**config.mk**
```make
export PLATFORM = sky130hd
export DESIGN_NAME = tcr_auth
export DESIGN_NICKNAME = d
export VERILOG_FILES = /design/src/tcr_pkg.sv /design/src/tcr_auth.sv
export SDC_FILE = /design/constraint.sdc
export NUM_CORES = 2
export LEC_CHECK = 0
export BUFFER_PORTS_ARGS = -buffer_cell sky130_fd_sc_hd__buf_2
export CORE_MARGIN = 1.5
export CORE_UTILIZATION = 45
export CTS_CLUSTER_SIZE = 16
export DETAILED_ROUTE_END_ITERATION = 16
export GPL_TIMING_DRIVEN = 0
export SYNTH_ARGS = -nofsm -noshare
export SYNTH_HDL_FRONTEND = slang
export SYNTH_SLANG_ARGS = --single-unit
```
**constraint.sdc**
```tcl
create_clock -name core_clk -period 27.4 [get_ports core_clk]
set_clock_uncertainty 0.2 [all_clocks]
set_input_delay 6.85 -clock core_clk [delete_from_list [all_inputs] [get_ports core_clk]]
set_output_delay 6.85 -clock core_clk [all_outputs]
set_load 0.005 [all_outputs]
```
**src/tcr_pkg.sv**
```systemverilog
package tcr_pkg;
  localparam int FIFO_W = 1;
  localparam int FIFO_D = 32;
  localparam int ID_W = 128;
  localparam int KEY_W = 128;
  localparam int FRAME_W = 136;
  localparam logic [3:0] BLK_OPT = 4'h0;
  localparam logic [3:0] BLK_LOCK = 4'h9;
  localparam logic [3:0] LOAD_LAST = 4'h9;
  localparam int OPT_RATE_BIT = 0;
  localparam int OPT_ENC_BIT = 1;
  localparam int LOCK_KEY_BIT = 0;
  localparam int LOCK_PW_BIT = 1;
  localparam logic [6:0] CRYPTO_BITS = 7'h42;
  localparam logic [1:0] OP_CRYPTO = 2'h1;
  localparam logic [4:0] ROUNDS = 5'h18;
  localparam logic [7:0] TERM_PAT = 8'hF0;
  localparam logic [7:0] CK_PAT = 8'h7E;
  localparam logic [7:0] LEN_ID = 8'h88;
  localparam logic [7:0] LEN_CK = 8'h0F;
  localparam logic [7:0] LEN_RESP = 8'h28;
  localparam logic [63:0] SBOX = 64'h5A3C_E1F0_8D27_B694;
  localparam int CLK_KHZ = 50000;
  localparam int CIPH_LIMIT_MS = 35;
  localparam int CIPH_LIMIT_CYC = CIPH_LIMIT_MS * CLK_KHZ;

  typedef struct packed {
    logic bit_strobe;
    logic bit_val;
    logic eot;
    logic err;
  } tcr_rx_t;

  typedef struct packed {
    logic valid;
    logic [31:0] data;
  } tcr_mem_t;

  typedef enum logic [4:0] {
    ST_LOAD = 5'h01,
    ST_ID = 5'h02,
    ST_RX = 5'h04,
    ST_CIPH = 5'h08,
    ST_RESP = 5'h10
  } tcr_state_t;
endpackage : tcr_pkg

```
**src/tcr_auth.sv**
```systemverilog
`timescale 1ns/10ps
`default_nettype none

module tcr_fifo #(
  parameter int W = 1,
  parameter int D = 32
) (
  // Clock and reset
  input wire logic core_clk,
  input wire logic rst,
  // Fill side
  input wire logic in_valid,
  input wire logic [W-1:0] in_data,
  output logic in_ready,
  // Drain side
  output logic out_valid_q,
  output logic [W-1:0] out_data_q,
  input wire logic out_ready
);
  localparam int AW = $clog2(D);
  logic [W-1:0] mem [D];
  logic [AW-1:0] wr_q, rd_q;
  logic [AW:0] cnt_q;
  wire push = in_valid && in_ready;
  wire pop = (cnt_q != '0) && (!out_valid_q || out_ready);
  assign in_ready = cnt_q != (AW+1)'(D);

  always_ff @(posedge core_clk) begin
    if (push) mem[wr_q] <= in_data;
  end

  always_ff @(posedge core_clk or posedge rst) begin
    if (rst) begin
      wr_q <= '0;
      rd_q <= '0;
      cnt_q <= '0;
      out_valid_q <= 1'b0;
      out_data_q <= '0;
    end else begin
      if (push) wr_q <= wr_q + 1'b1;
      if (pop) rd_q <= rd_q + 1'b1;
      cnt_q <= cnt_q + (AW+1)'(push) - (AW+1)'(pop);
      if (pop) out_data_q <= mem[rd_q];
      if (pop) out_valid_q <= 1'b1;
      else if (out_ready) out_valid_q <= 1'b0;
    end
  end
endmodule : tcr_fifo

// Functional notes
// - After reset load options from block 0, then send the identification code.
// - Op code 01 plus 64-bit challenge puts the block into authentication mode.
// - Challenge is decoded with part of the key back to the random number.
// - Wrong challenge bit count abandons authentication and resumes identification output.
// - While ciphering, loop a framed ones-count checksum; finish within 35 ms.
// - Cipher is a 64-bit transposition and substitution block cipher.
// - Cipher runs 24 rounds, each with its own key derived from secret key.
// - 64-bit cipher output is folded to a 32-bit response.
// - Response loops with terminator while powered.
// - Key in blocks 5..8; when locked, overwrite and direct read are refused (this block only reports the lock bit on key_protect_q).
// - Whole exchange should finish within 100 ms.
// - Valid authentication sequence is exactly 66 bits including op code.
// - Checksum bits go out least significant first.
// - A new challenge aborts the current computation and restarts authentication.
// - With password protection on, no response; return to identification after sequence.
module tcr_auth #(
  parameter int CIPH_LIMIT = tcr_pkg::CIPH_LIMIT_CYC
) (
  // Clock and reset
  input wire logic core_clk,
  input wire logic rst,
  // Memory read port
  output logic mem_rd_q,
  output logic [3:0] mem_addr_q,
  input wire tcr_pkg::tcr_mem_t mem_rsp,
  // Decoded write stream from the field demodulator
  input wire tcr_pkg::tcr_rx_t rx,
  // Transmit bit stream towards the modulator
  output logic tx_valid,
  output logic tx_bit,
  input wire logic tx_ready,
  // Options, protection and busy status
  output logic opt_rate_q,
  output logic opt_enc_q,
  output logic key_protect_q,
  output logic auth_busy_q
);
  tcr_pkg::tcr_state_t state_q, state_d;
  logic [3:0] idx_q;
  logic wait_q;
  logic pw_q;
  logic [tcr_pkg::ID_W-1:0] id_q;
  logic [tcr_pkg::KEY_W-1:0] key_q;
  logic [65:0] chal_q;
  logic [6:0] bitcnt_q;
  logic [63:0] x_q;
  logic [6:0] ones_q;
  logic [4:0] round_q;
  logic ck_sent_q;
  logic [31:0] wd_q;
  logic [tcr_pkg::FRAME_W-1:0] frame_q;
  logic [7:0] flen_q;

  function automatic logic [3:0] load_addr(input logic [3:0] i);
    return (i == 4'h0) ? tcr_pkg::BLK_OPT : (i == 4'h1) ? tcr_pkg::BLK_LOCK : 4'(i - 4'h1);
  endfunction : load_addr

  function automatic logic [6:0] ones(input logic [63:0] v);
    logic [6:0] n;
    n = '0;
    for (int i = 0; i < 64; i++) n = n + 7'(v[i]);
    return n;
  endfunction : ones

  function automatic logic [63:0] round_key(input logic [127:0] k, input logic [4:0] r);
    logic [255:0] t;
    t = {k, k} >> (r * 7);
    return t[63:0];
  endfunction : round_key

  function automatic logic [63:0] cipher_round(input logic [63:0] v, input logic [63:0] k);
    logic [63:0] y;
    y = v ^ k;
    for (int i = 0; i < 16; i++) y[i*4 +: 4] = tcr_pkg::SBOX[y[i*4 +: 4]*4 +: 4];
    return {y[50:0], y[63:51]};
  endfunction : cipher_round

  wire st_load = state_q == tcr_pkg::ST_LOAD;
  wire st_rx = state_q == tcr_pkg::ST_RX;
  wire st_ciph = state_q == tcr_pkg::ST_CIPH;
  wire [1:0] op_w = {chal_q[0], chal_q[1]};
  wire [63:0] chal_w = chal_q[65:2];
  wire seq_ok = (bitcnt_q == tcr_pkg::CRYPTO_BITS) && (op_w == tcr_pkg::OP_CRYPTO);
  wire cipher_done = round_q == tcr_pkg::ROUNDS;
  wire [31:0] resp_w = x_q[63:32] ^ {x_q[15:0], x_q[31:16]};
  wire load_last = st_load && mem_rsp.valid && (idx_q == tcr_pkg::LOAD_LAST);
  wire overflow = st_rx && rx.bit_strobe && (bitcnt_q == tcr_pkg::CRYPTO_BITS);
  wire wd_expired = wd_q == 32'(CIPH_LIMIT);
  wire fifo_ready;

  always_comb begin
    state_d = state_q;
    case (state_q)
      tcr_pkg::ST_LOAD: if (load_last) state_d = tcr_pkg::ST_ID;
      tcr_pkg::ST_RX: begin
        if (rx.err || overflow) state_d = tcr_pkg::ST_ID;
        else if (rx.eot && seq_ok && !pw_q) state_d = tcr_pkg::ST_CIPH;
        else if (rx.eot) state_d = tcr_pkg::ST_ID;
      end
      default: begin
        if (rx.err) state_d = tcr_pkg::ST_ID;
        else if (rx.bit_strobe) state_d = tcr_pkg::ST_RX;
        else if (st_ciph && wd_expired) state_d = tcr_pkg::ST_ID;
        else if (st_ciph && cipher_done && ck_sent_q && flen_q == 8'h00) state_d = tcr_pkg::ST_RESP;
      end
    endcase
  end

  // Power-up load: options, lock word, identification, key
  always_ff @(posedge core_clk or posedge rst) begin
    if (rst) begin
      idx_q <= '0;
      wait_q <= 1'b0;
      mem_rd_q <= 1'b0;
      mem_addr_q <= '0;
      opt_rate_q <= 1'b0;
      opt_enc_q <= 1'b0;
      key_protect_q <= 1'b0;
      pw_q <= 1'b0;
      id_q <= '0;
      key_q <= '0;
    end else begin
      mem_rd_q <= st_load && !wait_q && !mem_rd_q;
      mem_addr_q <= load_addr(idx_q);
      if (mem_rd_q) wait_q <= 1'b1;
      if (st_load && mem_rsp.valid) begin
        wait_q <= 1'b0;
        idx_q <= idx_q + 4'h1;
        if (idx_q == 4'h0) begin
          opt_rate_q <= mem_rsp.data[tcr_pkg::OPT_RATE_BIT];
          opt_enc_q <= mem_rsp.data[tcr_pkg::OPT_ENC_BIT];
        end else if (idx_q == 4'h1) begin
          key_protect_q <= mem_rsp.data[tcr_pkg::LOCK_KEY_BIT];
          pw_q <= mem_rsp.data[tcr_pkg::LOCK_PW_BIT];
        end else if (idx_q < 4'h6) id_q <= {mem_rsp.data, id_q[127:32]};
        else key_q <= {mem_rsp.data, key_q[127:32]};
      end
    end
  end

  // Challenge reception and cipher
  always_ff @(posedge core_clk or posedge rst) begin
    if (rst) begin
      state_q <= tcr_pkg::ST_LOAD;
      chal_q <= '0;
      bitcnt_q <= '0;
      x_q <= '0;
      ones_q <= '0;
      round_q <= '0;
      wd_q <= '0;
      auth_busy_q <= 1'b0;
    end else begin
      state_q <= state_d;
      auth_busy_q <= state_d == tcr_pkg::ST_CIPH;
      if (!st_load && rx.bit_strobe) begin
        chal_q <= {rx.bit_val, chal_q[65:1]};
        bitcnt_q <= st_rx ? bitcnt_q + 7'h01 : 7'h01;
      end
      if (st_rx && state_d == tcr_pkg::ST_CIPH) begin
        x_q <= chal_w ^ key_q[63:0];
        ones_q <= ones(chal_w);
        round_q <= '0;
      end else if (st_ciph && !cipher_done) begin
        x_q <= cipher_round(x_q, round_key(key_q, round_q));
        round_q <= round_q + 5'h01;
      end
      wd_q <= st_ciph ? wd_q + 32'h1 : '0;
    end
  end

  // Frame builder feeding the transmit FIFO, sent least significant bit first
  always_ff @(posedge core_clk or posedge rst) begin
    if (rst) begin
      frame_q <= '0;
      flen_q <= '0;
      ck_sent_q <= 1'b0;
    end else begin
      if (st_rx) ck_sent_q <= 1'b0;
      if (flen_q != 8'h00) begin
        if (fifo_ready) begin
          frame_q <= frame_q >> 1;
          flen_q <= flen_q - 8'h01;
        end
      end else if (state_q == tcr_pkg::ST_ID) begin
        frame_q <= {tcr_pkg::TERM_PAT, id_q};
        flen_q <= tcr_pkg::LEN_ID;
      end else if (st_ciph) begin
        frame_q <= {121'h0, ones_q, tcr_pkg::CK_PAT};
        flen_q <= tcr_pkg::LEN_CK;
        ck_sent_q <= 1'b1;
      end else if (state_q == tcr_pkg::ST_RESP) begin
        frame_q <= {96'h0, tcr_pkg::TERM_PAT, resp_w};
        flen_q <= tcr_pkg::LEN_RESP;
      end
    end
  end

  tcr_fifo #(.W(tcr_pkg::FIFO_W), .D(tcr_pkg::FIFO_D)) u_fifo (
    .core_clk(core_clk),
    .rst(rst),
    .in_valid(flen_q != 8'h00),
    .in_data(frame_q[0]),
    .in_ready(fifo_ready),
    .out_valid_q(tx_valid),
    .out_data_q(tx_bit),
    .out_ready(tx_ready)
  );
endmodule : tcr_auth

`default_nettype wire

```
==> metrics.yaml <==
run_status:
  status: "finished, violations left"
  violations: "max-capacitance violations, max-slew violations"
sta:
  rsz0062_at_grt: "no"
  post-route-min-period_ns: 10.39
  slew_viol_final: 111
  finalCritPeriodShare: 0.379
  timing.fmax_mhz: 96.3
  setup_viol: 0
  setup_slack_ns: 17.01
  holdWs_ns: 0.237
  worst_slew_pin_slew_ns: 1.67
  max_slew_margin: -0.112
  hold_viol: 0
drt:
  avgViaCountPerCell: 7.24
  drtAntennaViolNets: 0
  remaining_drc_errors: 0
  via_count: 43100
  drt_iter0_drc: 6916
  wirelength_mm: 251
  first_pass_iters: 8
  wl_per_cell_um: 42.2
synth:
  synth_edf_count: 32
  synth_top_area_cell: "dfrtp_1"
  avgSynthCellArea_um2: 10.4
  synth_most_common_cell: "dfrtp_1"
  ys_ff_latch: 652
  synth_area_mm2: 0.0457
  synth_common_cells: "dfrtp_1, nand2_1, mux2_2"
  synth_warnings: 0
  synth_fp_nets: 4542
  synth_area_leaders: "dfrtp_1, mux4_2, mux2_2"
  ys_seq_area_frac: 0.360
  postSynthCellCount: 4391
  ys_types: 101
  synth_flop_cell: "dfrtp_1"
  synth.top_cell.area_share: 0.339
  async_flop_share: 0.951
die:
  die-area_mm2: 0.104
  fp-row-count: 116
  die_w_um: 322
  start_util: 0.455
  die_h_um: 322
  io-pin-count: 51
  core_mm2: 0.100
grt:
  antenna_found_initial: 26
  overflow: 0
  grtUsageTotal: 0.481
  grt_pass1_vias: 40600
  grt_max_degree: 121
  grt_first_pass_wirelength_mm: 341
layout:
  seqCellArea_mm2: 0.0165
  finalNonFillerCells: 5955
  multiInputGateArea_mm2: 0.0271
  fillers: 9159
  nets: 4676
  area_growth_syn_to_layout_pct: 10.2
  utilization: 0.502
  final_layout_size_suffix_gt1_frac: 0.202
power:
  p_int_mw: 2.18
  ir_worst_vdd_v: 0.000220
  clkPwrFrac: 0.289
  finalPower_mw: 3.50
  cellLeakagePower_nw: 21.5
  comb_power_share: 0.384
  switching_share: 0.376
  pwr-share-seq: 0.327
  cellPowerDensity_mw_per_mm2: 69.4
  p_switching_mw: 1.31
critical_path:
  r2r_cells: 24
  critPathArrivalTime_ns: 10.74
  cp-end-kind: "flop"
  reg2reg_from: "round_q[0]"
  crit_end: "x_q[13]"
  worstSetupStartpointType: "flop"
  r2r_end: "x_q[13]"
  cp_max_fo: 10
  cp.required_ns: 27.75
  r2r_slack_ns: 17.01
  critical_path_class: "flop to flop"
  cp-startpoint: "round_q[0]"
flow_run:
  max_cap_viol_count: 11
clock_network:
  clkTransAtPathRegs_ns: 0.06
  htreeDepth: 3
  cts-resized-gates: 0
  clk_latency_ns: 0.67
  cts_buffers: 72
  root_buffer: "clkbuf_16"
  cts_tree: "yes"
  postCtsSetupBuffers: 0
  clock-sinks: 652
  cts_max_path_buffers: 3
  cts_hold_buf: 0
place:
  io_buffers: 50
  dp_hpwl_mm: 195
  dp.cells: 5808
  gp_congestion: 1.18
  dp_slack_ns: 17.61
min_path:
  hp-class: "flop to flop"
-- placed cells by master, fill, tap and decap left out, types with 60 or more instances in the layout --
master     count
nand2_1      422
xnor2_1       96
dfrtp_1      619
clkbuf_16     73
nor2_1       246
mux4_2       230
fa_1          60
mux2_2       360
buf_2        106
mux2i_1      182
clkbuf_1     239
xor2_1       138
inv_1        131
nand3_1      176
a22oi_1      194
o21ai_0      190
a21oi_1      150
-- power groups by stage --
stage | registers, mW | logic, mW | clock network (mW)
4_1_cts | 1.14 | 1.33 | 1.02
3_5_place_dp | 1.16 | 1.30 | 0
2_1_floorplan | 1.13 | 0.913 | 0
6_report | 1.14 | 1.34 | 1.01
5_1_grt | 1.15 | 1.52 | 1.06
3_3_place_gp | 1.15 | 1.27 | 0
-- worst min path at each step --
stage               startpoint  endpoint  slack (ns)  cells after the start
finish                  wait_q  mem_rd_q        0.24                      1
global route            wait_q  mem_rd_q        0.26                      1
CTS                     wait_q  mem_rd_q        0.24                      1
detailed placement      wait_q  mem_rd_q        0.23                      1
global placement        wait_q  mem_rd_q        0.22                      1
floorplan               wait_q  mem_rd_q        0.21                      1
-- metal layers --
metal | up-vias | routed length, um | global-route usage
li1 | 16700 | - | -
met1 | 21800 | 97500 | 0.623
met2 | 3591 | 96100 | 0.633
met3 | 1002 | 37900 | 0.238
met4 | 26 | 19300 | 0.297
met5 | - | 257 | 0.00473
-- worst max-delay path, cell delays in order, from the launching register on --
cell,delay [ns]
dfrtp_1,0.56
buf_2,0.29
inv_2,0.48
buf_4,0.38
buf_2,0.54
buf_2,0.55
buf_2,0.50
buf_2,0.61
ha_1,0.40
buf_6,0.24
buf_12,0.16
buf_8,0.19
buf_4,0.38
buf_6,0.32
buf_4,0.34
nor2_1,0.11
a22o_1,0.28
o21ai_0,0.91
a32oi_1,0.61
o311ai_1,0.62
o31ai_1,0.38
xnor2_1,0.53
nand3_1,0.18
and3_1,0.20
o31ai_1,0.21
-- cells by family (layout without fill, tap and decap cells) --
group	Yosys count	after routing	synth area share
DFF	652	652	0.360
buffers and inverters	492	681	0.0478
and+or+nand+nor	1116	1116	0.111
adders and majority gates	111	111	0.0402
muxes	781	781	0.245
other	0	18	0
AOI/OAI and AO/OA	1001	1001	0.149
xor gates and xnor gates	238	238	0.0461
-- registers in the layout (all words and copies together), names as in the netlist, 4 cells and up --
name	count
frame_q	136
id_q	128
key_q	128
chal_q	66
x_q	64
u_fifo.mem	32
wd_q	32
flen_q	8
bitcnt_q	7
ones_q	7
u_fifo.cnt_q	6
round_q	5
state_q	5
u_fifo.rd_q	5
u_fifo.wr_q	5
idx_q	4
mem_addr_q	4
-- per-stage QoR --
step	area, um2	TNS (ns)
after floorplan	45700	0
after global placement	47700	-2508.21
after detailed placement	47900	0
after CTS	50300	0
after global routing	50400	0
final	50400	0
-- layout make-up --
cell class / count / area share
clock inverters: 28 / 0.00663
clock buffers: 101 / 0.0417
diodes: 18 / 0.000894
repair buffers: 60 / 0.00861
multi-input cells: 3247 / 0.538
flip-flops and latches: 652 / 0.327
well taps: 1357 / 0.0337
plain buffers: 355 / 0.0332
inverters: 137 / 0.0104
Power figures use the tool's default switching activity.
